===== src/icd_pkg.sv =====
// constants, carriers and decode helpers for the debug probe control
// assumes one 125 MHz core clock and a zero-wait APB register port
package icd_pkg;

  // ==========================================================
  // timing
  localparam int CLOCK_MHZ = 125;
  localparam int HALT_DBG_CLK_MAX_MHZ = 40;
  localparam int TRACE_MAX_MHZ = 100;
  localparam int TRACE_DEPTH_DEF = 1048576;
  localparam int TRACE_CNT_W = 21;
  localparam int BREAK_DELAY_INSNS = 3;
  localparam int DIV_CNT_W = 4;

  // ==========================================================
  // register map
  localparam int ADDR_W = 8;
  localparam logic [ADDR_W-1:0] OFS_CTRL = 8'h00;
  localparam logic [ADDR_W-1:0] OFS_TRIG1 = 8'h04;
  localparam logic [ADDR_W-1:0] OFS_TRIG2 = 8'h08;
  localparam logic [ADDR_W-1:0] OFS_BUSBRK = 8'h0C;
  localparam logic [ADDR_W-1:0] OFS_CMD = 8'h10;
  localparam logic [ADDR_W-1:0] OFS_STATUS = 8'h14;
  localparam logic [ADDR_W-1:0] OFS_COUNT = 8'h18;
  localparam logic [ADDR_W-1:0] OFS_AREA_TIME = 8'h1C;
  localparam logic [ADDR_W-1:0] OFS_SWITCH = 8'h20;
  localparam int CTRL_CAP_LAST = 0;
  localparam int CTRL_AREA = 1;
  localparam int CTRL_PHYS = 2;
  localparam int CTRL_BUSBRK_EN = 3;
  localparam logic [3:0] CTRL_RESET = 4'h0;
  localparam int CMD_GO = 0;
  localparam int CMD_BREAK = 1;

  // ==========================================================
  // carriers
  typedef struct packed {
    logic programmer_enable_switch;
    logic ratio_switch_a;
    logic ratio_switch_b;
    logic trace_switch_a;
    logic trace_switch_b;
    logic diagnostics_skip_switch;
    logic verify_select_switch;
    logic io_level_switch;
  } icd_switch_s;

  typedef struct packed {
    logic [ADDR_W-1:0] paddr;
    logic pwrite;
    logic [31:0] pwdata;
    logic psel;
    logic penable;
  } icd_apb_req_s;

  typedef struct packed {
    logic [31:0] prdata;
    logic pready;
    logic pslverr;
  } icd_apb_rsp_s;

  typedef struct packed {
    logic insn_valid;
    logic [31:0] pc;
    logic bus_valid;
    logic [31:0] bus_log;
    logic [31:0] bus_phys;
  } icd_target_s;

  typedef enum logic [1:0] {RUN_HALTED, RUN_GOING, RUN_BRK_PEND} icd_run_e;
  typedef enum logic {AREA_WAIT1, AREA_INSIDE} icd_area_e;

  typedef struct packed {
    icd_switch_s sw;
    logic sw_taken;
    icd_run_e run;
    logic [3:0] brk_cnt;
    logic [3:0] ctrl;
    logic [31:0] trig1;
    logic [31:0] trig2;
    logic [31:0] busbrk;
    logic [TRACE_CNT_W-1:0] cnt;
    logic full;
    icd_area_e area;
    logic [31:0] area_time;
    logic trig_hit;
    logic [31:0] prdata;
    logic [31:0] bus_addr;
    logic trace_wr;
    logic push_q;
    logic prog_start;
    logic probe_rst;
  } icd_state_s;

  typedef struct packed {
    logic [DIV_CNT_W-1:0] cnt;
  } icd_div_s;

  // ==========================================================
  // halted debug clock divisor from the two ratio switches
  function automatic logic [3:0] icd_ratio_div(input logic a,
                                               input logic b);
    case ({a, b})
      2'b00: icd_ratio_div = 4'h4;
      2'b01: icd_ratio_div = 4'h2;
      2'b10: icd_ratio_div = 4'h1;
      default: icd_ratio_div = 4'h8;
    endcase
  endfunction : icd_ratio_div

endpackage : icd_pkg


===== src/icd_clk_div.sv =====
// debug clock enable divider
// assumes divisor is 1, 2, 4 or 8 and is steady between frames
`timescale 1ns/1ns
module icd_clk_div #(
  parameter int CNT_W = icd_pkg::DIV_CNT_W
) (
  // clock and reset
  input logic clock,
  input logic reset,
  // rate control
  input logic full_rate,
  input logic [3:0] divisor,
  // enable out
  output logic tick
);
  import icd_pkg::*;

  generate
    if (CNT_W < 4) begin : g_bad_width
      $error("divider counter too narrow");
    end
  endgenerate

  icd_div_s state_q;
  icd_div_s state_d;

  // >= guards against a divisor that shrinks mid-count
  assign tick = full_rate ||
                (state_q.cnt >= CNT_W'(divisor) - CNT_W'(1));

  always_comb begin
    state_d = state_q;
    if (tick) begin
      state_d.cnt = '0;
    end else begin
      state_d.cnt = state_q.cnt + CNT_W'(1);
    end
  end

  always_ff @(posedge clock) begin
    if (reset) begin
      state_q <= '0;
    end else begin
      state_q <= state_d;
    end
  end

endmodule : icd_clk_div


===== src/icd_debug_ctrl.sv =====
// mode, trace capture and monitor pin control of the debug probe
// assumes all inputs synchronous to clock; APB answers with no wait
//
// What this block does
// - programmer mode only with enable switch; verify switch picks verify
// - halted debug clock is core clock over 4, 2, 1 or 8
// - running debug clock equals core clock; trace over 100 MHz is only flagged in status
// - trace switches pick pc/bus trace; both closed is refused
// - diagnostics switch open runs connection test at start
// - level switch open means high io level, closed low
// - normal trace keeps first window after go or last before break
// - area trace records only between trigger one and two
// - trigger two before trigger one never opens an area
// - bus trace and bus break use logical or physical address
// - area mode totals cycles spent inside the area
// - trace full output rises when trace memory fills
// - execution status output low while running, high on break
// - trigger output high on trigger hit and while halted
// - with monitor jumper, zero target supply cuts target power
// - push switch resets probe, or starts programming in that mode
// - trace full stays lit until the next go
// - low external break while running halts after some insns
//
// The placing of the registers and the APB slave port were left to the implementer.
`timescale 1ns/1ns
module icd_debug_ctrl #(
  parameter int TRACE_DEPTH = icd_pkg::TRACE_DEPTH_DEF
) (
  // clock and reset
  input logic clock,
  input logic reset,
  // register bus
  input icd_pkg::icd_apb_req_s apb_req,
  output icd_pkg::icd_apb_rsp_s apb_rsp,
  // switches and jumper
  input icd_pkg::icd_switch_s switches,
  input logic push_switch,
  input logic monitor_on_jumper,
  input logic target_vcc_zero,
  // target activity
  input icd_pkg::icd_target_s target,
  input logic external_break_in,
  // link and modes
  output logic debug_clock_en,
  output logic io_level_low,
  output logic conn_test_en,
  output logic prog_mode_en,
  output logic prog_verify,
  output logic prog_start,
  output logic probe_reset,
  output logic target_power_en,
  // trace store
  output logic trace_write,
  output logic [31:0] trace_bus_addr,
  // monitor pins
  output logic trace_full_out,
  output logic executing_status_out,
  output logic trace_trigger_out
);
  import icd_pkg::*;

  localparam logic [TRACE_CNT_W-1:0] DEPTH_C =
    TRACE_CNT_W'(TRACE_DEPTH);
  localparam logic [3:0] BRK_LAST = 4'(BREAK_DELAY_INSNS - 1);
  localparam logic TRACE_OVER = (CLOCK_MHZ > TRACE_MAX_MHZ);

  generate
    if (TRACE_DEPTH < 2 || TRACE_DEPTH > TRACE_DEPTH_DEF) begin : g_bad
      $error("trace depth out of range");
    end
    if (BREAK_DELAY_INSNS < 1 || BREAK_DELAY_INSNS > 16) begin : g_bd
      $error("break delay out of range");
    end
  endgenerate

  // ==========================================================
  // decode
  icd_state_s q;
  icd_state_s d;
  logic [3:0] ratio;
  logic running;
  logic halted;
  logic pc_en;
  logic bus_en;
  logic trace_bad;
  logic trace_on;
  logic area_mode;
  logic wr_acc;
  logic rd_setup;
  logic go_cmd;
  logic brk_cmd;
  logic hit1;
  logic hit2;
  logic busbrk_hit;
  logic cap;
  logic halted_over;
  logic mapped;
  logic [31:0] bus_sel;
  logic [31:0] rdata;

  assign running = (q.run != RUN_HALTED);
  assign halted = !running;
  assign ratio = icd_ratio_div(q.sw.ratio_switch_a,
                               q.sw.ratio_switch_b);
  // b closed kills pc trace; a adds bus trace; both is illegal
  assign trace_bad = q.sw.trace_switch_a &&
                     q.sw.trace_switch_b;
  assign pc_en = !q.sw.trace_switch_b;
  assign bus_en = q.sw.trace_switch_a &&
                  !q.sw.trace_switch_b;
  assign trace_on = pc_en || bus_en;
  assign area_mode = q.ctrl[CTRL_AREA];
  // status only: the user owns keeping the halted rate legal
  assign halted_over =
    (CLOCK_MHZ > HALT_DBG_CLK_MAX_MHZ * int'(ratio));

  assign wr_acc = apb_req.psel && apb_req.penable && apb_req.pwrite;
  assign rd_setup = apb_req.psel && !apb_req.penable &&
                    !apb_req.pwrite;
  assign go_cmd = wr_acc && (apb_req.paddr == OFS_CMD) &&
                  apb_req.pwdata[CMD_GO];
  assign brk_cmd = wr_acc && (apb_req.paddr == OFS_CMD) &&
                   apb_req.pwdata[CMD_BREAK];

  assign hit1 = target.insn_valid && (target.pc == q.trig1);
  assign hit2 = target.insn_valid && (target.pc == q.trig2);
  assign bus_sel = q.ctrl[CTRL_PHYS] ? target.bus_phys
                                     : target.bus_log;
  assign busbrk_hit = target.bus_valid && q.ctrl[CTRL_BUSBRK_EN] &&
                      (bus_sel == q.busbrk);

  // trace memory takes a cycle only while running and, in area
  // mode, only inside the opened area
  assign cap = running && trace_on &&
               (!area_mode || q.area == AREA_INSIDE);

  // ==========================================================
  // register read mux
  always_comb begin
    mapped = 1'b1;
    rdata = '0;
    case (apb_req.paddr)
      OFS_CTRL: rdata = {28'h0000000, q.ctrl};
      OFS_TRIG1: rdata = q.trig1;
      OFS_TRIG2: rdata = q.trig2;
      OFS_BUSBRK: rdata = q.busbrk;
      OFS_CMD: rdata = '0;
      OFS_STATUS: rdata = {22'h000000, bus_en, pc_en, TRACE_OVER,
                           halted_over, prog_verify, prog_mode_en,
                           trace_bad, q.area == AREA_INSIDE,
                           q.full, running};
      OFS_COUNT: rdata = {{(32-TRACE_CNT_W){1'b0}}, q.cnt};
      OFS_AREA_TIME: rdata = q.area_time;
      OFS_SWITCH: rdata = {24'h000000, q.sw};
      default: mapped = 1'b0;
    endcase
  end

  assign apb_rsp.prdata = q.prdata;
  assign apb_rsp.pready = 1'b1;
  assign apb_rsp.pslverr = apb_req.psel && apb_req.penable && !mapped;

  // ==========================================================
  // next state
  always_comb begin
    d = q;
    d.trig_hit = 1'b0;
    d.trace_wr = 1'b0;
    d.prog_start = 1'b0;
    d.probe_rst = 1'b0;
    d.push_q = push_switch;

    // switches are a strap: caught once after reset, then frozen
    if (!q.sw_taken) begin
      d.sw = switches;
      d.sw_taken = 1'b1;
    end

    if (wr_acc) begin
      case (apb_req.paddr)
        OFS_CTRL: d.ctrl = apb_req.pwdata[3:0];
        OFS_TRIG1: d.trig1 = apb_req.pwdata;
        OFS_TRIG2: d.trig2 = apb_req.pwdata;
        OFS_BUSBRK: d.busbrk = apb_req.pwdata;
        default: ;
      endcase
    end
    if (rd_setup) begin
      d.prdata = rdata;
    end

    // run control
    case (q.run)
      RUN_HALTED: begin
        if (go_cmd) begin
          d.run = RUN_GOING;
          d.cnt = '0;
          d.full = 1'b0;
          d.area = AREA_WAIT1;
          d.area_time = '0;
        end
      end
      RUN_GOING: begin
        if (!external_break_in) begin
          d.run = RUN_BRK_PEND;
          d.brk_cnt = '0;
        end
      end
      RUN_BRK_PEND: begin
        // the target retires a few more instructions first
        if (target.insn_valid) begin
          if (q.brk_cnt == BRK_LAST) begin
            d.run = RUN_HALTED;
          end else begin
            d.brk_cnt = q.brk_cnt + 4'h1;
          end
        end
      end
      default: d.run = RUN_HALTED;
    endcase
    if (running && (brk_cmd || busbrk_hit)) begin
      d.run = RUN_HALTED;
    end

    // area triggers: one must come first, then two
    if (area_mode && running) begin
      case (q.area)
        AREA_WAIT1: begin
          if (hit1) begin
            d.area = AREA_INSIDE;
            d.trig_hit = 1'b1;
          end
        end
        AREA_INSIDE: begin
          if (hit2) begin
            d.area = AREA_WAIT1;
            d.trig_hit = 1'b1;
          end
        end
        default: d.area = AREA_WAIT1;
      endcase
    end
    if (running && q.area == AREA_INSIDE) begin
      d.area_time = q.area_time + 32'h1;
    end

    // capture window: the first DEPTH cycles fill and stop; in
    // last-window mode the store keeps wrapping until the break
    if (cap) begin
      if (!q.full) begin
        d.trace_wr = 1'b1;
        d.cnt = q.cnt + TRACE_CNT_W'(1);
        if (q.cnt == DEPTH_C - TRACE_CNT_W'(1)) begin
          d.full = 1'b1;
        end
      end else if (q.ctrl[CTRL_CAP_LAST] && !area_mode) begin
        d.trace_wr = 1'b1;
      end
    end
    if (target.bus_valid && bus_en) begin
      d.bus_addr = bus_sel;
    end

    // one push switch, two jobs
    if (push_switch && !q.push_q) begin
      if (prog_mode_en) begin
        d.prog_start = 1'b1;
      end else begin
        d.probe_rst = 1'b1;
      end
    end
  end

  always_ff @(posedge clock) begin
    if (reset) begin
      q <= '0;
    end else begin
      q <= d;
    end
  end

  // ==========================================================
  // debug clock: full rate while running, divided while halted
  icd_clk_div u_div (
    .clock(clock),
    .reset(reset),
    .full_rate(running),
    .divisor(ratio),
    .tick(debug_clock_en)
  );

  // ==========================================================
  // outputs
  assign prog_mode_en = q.sw.programmer_enable_switch;
  assign prog_verify = q.sw.programmer_enable_switch &&
                       q.sw.verify_select_switch;
  assign conn_test_en = !q.sw.diagnostics_skip_switch;
  assign io_level_low = q.sw.io_level_switch;
  assign target_power_en = !(monitor_on_jumper &&
                             target_vcc_zero);
  assign prog_start = q.prog_start;
  assign probe_reset = q.probe_rst;
  assign trace_write = q.trace_wr;
  assign trace_bus_addr = q.bus_addr;
  assign trace_full_out = q.full;
  assign executing_status_out = halted;
  assign trace_trigger_out = q.trig_hit || halted;
endmodule : icd_debug_ctrl


===== config.mk =====
export PLATFORM = sky130hd
export DESIGN_NAME = icd_debug_ctrl
export DESIGN_NICKNAME = d
export VERILOG_FILES = /design/src/icd_pkg.sv /design/src/icd_clk_div.sv /design/src/icd_debug_ctrl.sv
export SDC_FILE = /design/constraint.sdc
export NUM_CORES = 1
export LEC_CHECK = 0
export BUFFER_PORTS_ARGS = -buffer_cell sky130_fd_sc_hd__buf_4
export CAP_MARGIN = 20
export CORE_UTILIZATION = 35
export CTS_CLUSTER_SIZE = 16
export DETAILED_ROUTE_END_ITERATION = 10
export HOLD_SLACK_MARGIN = 0.15
export PLACE_DENSITY = 0.6
export SLEW_MARGIN = 5
export SYNTH_ARGS = -nofsm -noshare
export SYNTH_HDL_FRONTEND = slang
export SYNTH_SLANG_ARGS = --single-unit

===== constraint.sdc =====
create_clock -name clock -period 2.68 [get_ports clock]
set_input_delay 0.536 -clock clock [delete_from_list [all_inputs] [get_ports clock]]
set_output_delay 0.536 -clock clock [all_outputs]
set_load 0.05 [all_outputs]

==> results of run 1 <==
==> layer usage <==
layer  part of all wire [%]  wire, um  vias to the layer above
met1                     42     19100                     5585
met2                     47     21500                      465
li1                       -         -                     5578
met5                      0         0                        -
met4                    3.5      1610                        0
met3                    7.8      3560                       96
==> final cells by class <==
type	count	area, um2	area share, %
sequential	243	4880	31.5
multi-input combinational	1109	6670	43.1
timing repair buffer	299	2350	15.2
clock buffer	39	811	5.24
tap	455	569	3.68
inverter	15	58.8	0.380
clock inverter	11	139	0.897
==> per-stage QoR <==
| stage | power (mW) | TNS (ns) |
|---|---|---|
| finish | 8.58 | 0 |
| global route | 8.82 | -0.0568 |
| CTS | 8.57 | -0.0211 |
| detailed placement | 4.65 | -0.0150 |
| global placement | 4.64 | 0 |
| floorplan | 4.25 | 0 |
==> registers in the layout (all words and copies together), names as in the netlist <==
name / count
u_div.state_q: 4
trace_bus_addr: 32
apb_rsp: 32
trace_full_out: 1
area_mode: 1
io_level_low: 1
prog_start: 1
prog_mode_en: 1
probe_reset: 1
trace_write: 1
q: 168
==> path summary, 6_finish.rpt <==
check	depth (start not counted)	end	startpoint	slack (ns)
worst min register to register	1	probe_reset	q[2]	0.42
worst max-delay path	8	debug_clock_en	q[236]	0.07
worst min-delay path	3	q[234]	switches[3]	0.22
worst max register to register	10	q[228]	q[222]	0.14
==> cells by family after synthesis <==
family	share of synthesized area [%]
AO/OA/AOI/OAI	15.8
XOR/XNOR	8.07
adder cells (fa/ha/maj)	1.21
buffers and inverters	7.43
flip-flops	39.3
multiplexers	6.91
other	0.0303
AND/OR/NAND/NOR	21.2
==> repair_timing <==
action                                  CTS  global route
buffers inserted                          1             1
gates resized for setup                   7            14
endpoints found under the setup margin    2             2
hold endpoints to repair                  0             0
pin swaps                                 1             5
==> layout by cell type (no fill, tap or decap), types with 17 or more instances in the layout <==
master,Yosys,layout
mux2i_1,55,54
xnor2_1,87,87
a211oi_1,36,36
buf_4,66,289
nand4_1,26,26
nor3_1,18,17
xor2_1,27,27
nor2_1,141,141
a21oi_1,176,175
dfxtp_1,243,240
a22oi_1,19,19
clkbuf_16,0,27
nand2_1,266,266
mux2_2,23,23
nand3_1,41,41
==> power breakdown <==
group	switching (mW)	leakage (nW)	internal [mW]
combinational	0.526	3.14	0.397
sequential	0.0473	1.96	3.66
clock	1.57	0.468	2.38
total	2.14	5.57	6.44
==> worst register-to-register path: cells and delay by family, from the launching register on <==
kind	cells	cell delay [ns]
AND/OR/NAND/NOR	3	0.86
buffers and inverters	3	0.50
flip-flops	1	0.42
AO/OA/AOI/OAI	2	0.30
multiplexers	1	0.29
XOR/XNOR	1	0.07
==> flow_summary.ini, run 1 <==
[outcome]
outcome = completed

[synth]
mappedNetlistArea_mm2 = 0.0124
synth_common_cells = 266 x nand2_1, 243 x dfxtp_1, 176 x a21oi_1
synth_cell_type_count = 61
ys_seq_area_share_pct = 39.3
synth.ff_latch_count = 243
synth-edff-count = 0
synth_cells = 1523
yosysMostFrequentCell = nand2_1
synth.avg_cell_area_um2 = 8.12
synth-async-reset-ratio_pct = 0
yosys_most_used_dff = dfxtp_1
largest_area_contributor_in_the_netlist = dfxtp_1
synth_top_cells_by_area = dfxtp_1 39%, nand2_1 8.1%, a21oi_1 7.1%
syn-num-nets = 1690
post-synth-top-area-fraction_pct = 39.3
ys_warn_count = 0

[sta]
whs_ns = 0.220
period_utilization_pct = 97.4
setup_ws_ns = 0.0695
period_needed_ns = 2.61
finalSetupViolations = 0
report.final.hold_viol_count = 0
rsz0062_at_grt = yes
timing.fmax_mhz = 383
report.final.slew_viol_count = 0
worstMarginPinSlew_ns = 0.800
clock_skew_ns = 0.00903
max_slew_margin_pct = 46.7

[floorplan]
die_w_um = 190
num_io_pins = 233
dieArea_mm2 = 0.0361
row_count = 68
die-height_um = 190
coreArea_mm2 = 0.0346
initial_cell_density_of_the_core_pct = 35.7

[cts]
cts.root.buffer_cell = clkbuf_16
clock_latency_on_the_worst_skew_pair_ns = 0.55
clock_tree.htree_level_count = 1
clock_sinks = 243
cts_hold_repair.buffers = 0
cts_clk_pin_slew_worst_paths_ns = 0.06
total_cts_buffers = 27
cts.path.max_buffers = 3
tritoncts = yes

[critical_path]
worstSetupPathType = flip-flop to output pin
worstSetupEndpointType = output pin
cpPeakStageDelay_ns = 0.35
crit_required_ns = 2.14
startpoint_type = flip-flop
cp_top_family = adder cells
worstPathBufferInverterCount = 3
crit_chain = buf_4 > ha_2 > inv_1 > ha_1 > nor2b_1 > o21ai_1 > nand3b_1 > buf_6
worst-endpoint-arrival_ns = 2.07
crit_path_slowest_cell = dfxtp_4
critPathMaxFanout = 4

[route]
routed_wl_mm = 45.8
drtAntennaViolNets = 0
route.detailed.wl_per_inst_um = 21.1
drt-initial-drc-count = 1120
vias = 11700
drt_pass1_iterations = 7
drc_errors = 0
via_per_inst = 5.40

[placement]
port-buffer-count = 231
numPlacedInstances = 2119
detailed_place_hpwl_mm = 34.9
dpl_worst_slack_ns = -0.0150
gpl.final_weighted_congestion = 0.929
post_dp_cell_area_mm2 = 0.0144

[cells_and_area]
final_cell_area_mm2 = 0.0155
drive_above_1_share_pct = 23.5
layout-area-overhead-vs-synth_pct = 25.1
final_cells = 2171
fillers = 3454
antennaDiodeCount = 0
layout.nets = 1862
finalCoreUtilization_pct = 44.7

[pwr]
p_leak_nw = 5.57
p_per_area_mw_per_mm2 = 555
max-vdd-ir-drop_mv = 0.402

[global_routing]
overflow_left_after_global_routing = 0
maximum_number_of_pins_on_one_net_before_global_route_repair = 92
gr-usage-met2_pct = 39.9
groute.layer.met3.usage_pct = 3.74
groute.usage.overall_pct = 24.6
initial_antenna_violation_count = 0
globalRoute.busiestLayer = met2
number_of_global_route_vias_before_repair = 11000
grt_first_pass_wirelength_mm = 67.5
grt_util_met1_pct = 32.9

[flow_run]
drv.max_cap_violation_count = 0

[min_path]
worstHoldPathType = primary input to flip-flop
Note: power is estimated with default switching activity, not from simulation.
==> inputs of run 2 (changes only) <==
--- a/config.mk
+++ b/config.mk
@@ -7,11 +7,11 @@
 export LEC_CHECK = 0
 export BUFFER_PORTS_ARGS = -buffer_cell sky130_fd_sc_hd__buf_4
 export CAP_MARGIN = 20
-export CORE_UTILIZATION = 35
+export CORE_UTILIZATION = 30
 export CTS_CLUSTER_SIZE = 16
 export DETAILED_ROUTE_END_ITERATION = 10
 export HOLD_SLACK_MARGIN = 0.15
-export PLACE_DENSITY = 0.6
+export PLACE_DENSITY = 0.53
 export SLEW_MARGIN = 5
 export SYNTH_ARGS = -nofsm -noshare
 export SYNTH_HDL_FRONTEND = slang
==> run 2 against run 1 <==
Die area is 16% higher. Worst setup slack worse by 0.0061 ns. Final area is 0.83% higher. Final cell count is 3.3% higher. Non-clock buffer count is 9 lower. Via count is 0.17% higher. Sequential share of layout area is 0.29 points lower. Register-to-register slack better by 0.07 ns. Clock power is 8.9% higher. Core utilization is 6.4 points lower. Largest cell class unchanged. Largest power group unchanged. Highest routed layer unchanged.
==> flow_summary.ini, run 2 (same netlist as run 1, synthesis figures left out) <==
[pwr]
p_leak_nw = 5.54
power_frac_comb_pct = 10.5
internal-power_mw = 6.66
seq_power_share_pct = 41.4
p_per_area_mw_per_mm2 = 573
power.switching_fraction_pct = 25.5
clock_power_share_pct = 48.1
net-switching-power_mw = 2.28
max-vdd-ir-drop_mv = 0.392

[sta]
period_needed_ns = 2.62
worstMarginPinSlew_ns = 0.745
timing.fmax_mhz = 382
rsz0062_at_grt = yes
period_utilization_pct = 97.6
clock_skew_ns = 0.00843
max_slew_margin_pct = 50.4
whs_ns = 0.192
finalSetupViolations = 0
report.final.slew_viol_count = 0
report.final.hold_viol_count = 0

[global_routing]
initial_antenna_violation_count = 0
maximum_number_of_pins_on_one_net_before_global_route_repair = 68
groute.usage.overall_pct = 22.5
overflow_left_after_global_routing = 0
number_of_global_route_vias_before_repair = 11100
grt_first_pass_wirelength_mm = 70.9

[cells_and_area]
regMostFlops = q
final_cell_area_mm2 = 0.0156
finalCoreUtilization_pct = 38.3
layout-area-overhead-vs-synth_pct = 26.2
antennaDiodeCount = 0
final_cells = 2243
drive_above_1_share_pct = 23.3
largest_register_ff_count = 168
final_common_cell = buf_4
layout.nets = 1855
highest_count_cells_in_the_layout_ignoring_fill_and_taps = 279 x buf_4, 266 x nand2_1, 240 x dfxtp_1, 175 x a21oi_1, 139 x nor2_1

[critical_path]
cpPeakStageDelay_ns = 0.33
critPathMaxFanout = 2
r2r-end = q[228]
worst-endpoint-arrival_ns = 2.08
startpoint_type = flip-flop
crit_path_slowest_cell = dfxtp_2
critical-path-top-cell-by-count = ha_4
crit_chain = inv_2 > ha_4 > inv_4 > ha_4 > nand2b_4 > a21oi_2 > nor2b_1 > o21ai_1 > nand3b_1 > buf_6
cp_top_family = adder cells
worst-r2r-setup-slack_ns = 0.21
crit_required_ns = 2.14
path_depth = 10
regToRegStartpoint = q[222]
worstSetupEndpointType = output pin
worstSetupPathType = flip-flop to output pin
worstPathBufferInverterCount = 3
r2r.worst_path.cells = 8
setup.worst_path.start = q[236]

[route]
vias = 11700
drt_pass1_iterations = 5
via_per_inst = 5.24
drt-initial-drc-count = 1112
drc_errors = 0
routed_wl_mm = 48.5
route.detailed.wl_per_inst_um = 21.6
drtAntennaViolNets = 0

[placement]
numPlacedInstances = 2187
detailed_place_hpwl_mm = 36.7
post_dp_cell_area_mm2 = 0.0145
gpl.final_weighted_congestion = 0.914
port-buffer-count = 231

[cts]
cts.root.buffer_cell = clkbuf_16
cts.path.max_buffers = 3
clock_sinks = 243
clock_latency_on_the_worst_skew_pair_ns = 0.58
total_cts_buffers = 29
tritoncts = yes
cts_hold_repair.buffers = 0
clock_tree.htree_level_count = 1
cts_clk_pin_slew_worst_paths_ns = 0.06

[floorplan]
coreArea_mm2 = 0.0407
row_count = 74
dieArea_mm2 = 0.0420
die-height_um = 205
die_w_um = 205
initial_cell_density_of_the_core_pct = 30.4
num_io_pins = 233

[min_path]
hold_end = q[236]
worstHoldPathType = primary input to flip-flop
worstHoldPathCells = 3
hold_path.startpoint = switches[5]

[flow_run]
drv.max_cap_violation_count = 0

[outcome]
outcome = completed
==> run 2: cell types whose count changed in the layout (fill, tap and decap cells not counted), sizes merged <==
cell | previous run | this run
buf | 299 | 290
bufinv | 3 | 5
clkbuf | 39 | 37
clkinvlp | 2 | 6
==> run 2: worst min-delay path: cells and delay by family <==
kind	cells	cell delay [ns]
and+or+nand+nor	1	0.07
buffers and inverters	1	0.07
muxes	1	0.05
==> run 2: routing by layer <==
layer	vias to the layer above	global-route usage [%]	part of all wire, %
met4	0	7.51	3.1
met5	-	0	0
met3	78	2.94	6.9
met1	5660	30.6	43
li1	5569	-	-
met2	437	36.6	47
==> run 2: power by group through the flow <==
stage	Sequential, mW	Combinational, mW	Clock, mW
2_1_floorplan	3.78	0.472	0
3_3_place_gp	3.78	0.867	0
3_5_place_dp	3.78	0.875	0
4_1_cts	3.70	0.895	4.37
5_1_grt	3.71	1.00	4.52
6_report	3.71	0.936	4.30
==> run 2: worst max path at each step <==
stage	to	slack, ns
after floorplan	u_div.state_q[2]	0.02
after global placement	apb_rsp[33]	0.03
after detailed placement	apb_rsp[33]	0.09
after CTS	debug_clock_en	-0.06
after global routing	debug_clock_en	-0.02
final	debug_clock_en	0.06
==> run 2: through the flow <==
stage | total power [mW] | setup TNS (ns) | setup slack, ns
2_1_floorplan | 4.25 | 0 | 0.0248
3_3_place_gp | 4.65 | 0 | 0.0287
3_5_place_dp | 4.66 | 0 | 0.0939
4_1_cts | 8.97 | -0.0572 | -0.0572
5_1_grt | 9.23 | -0.0236 | -0.0236
6_report | 8.95 | 0 | 0.0634
==> run 2: final cells by class <==
cell class / instances / area, um2
clock buffer: 37 / 806
clock inverter: 17 / 233
fill: 4245 / 25100
inverter: 15 / 58.8
multi-input combinational: 1109 / 6670
sequential: 243 / 4870
tap: 532 / 666
timing repair buffer: 290 / 2300
==> run 2: what timing repair did <==
| action | 4_1_cts | 5_1_grt |
|---|---|---|
| pin swaps | 0 | 4 |
| resized for setup | 7 | 12 |
| buffers inserted | 0 | 2 |
| hold endpoints to repair | 0 | 0 |
| setup endpoints to repair | 2 | 2 |
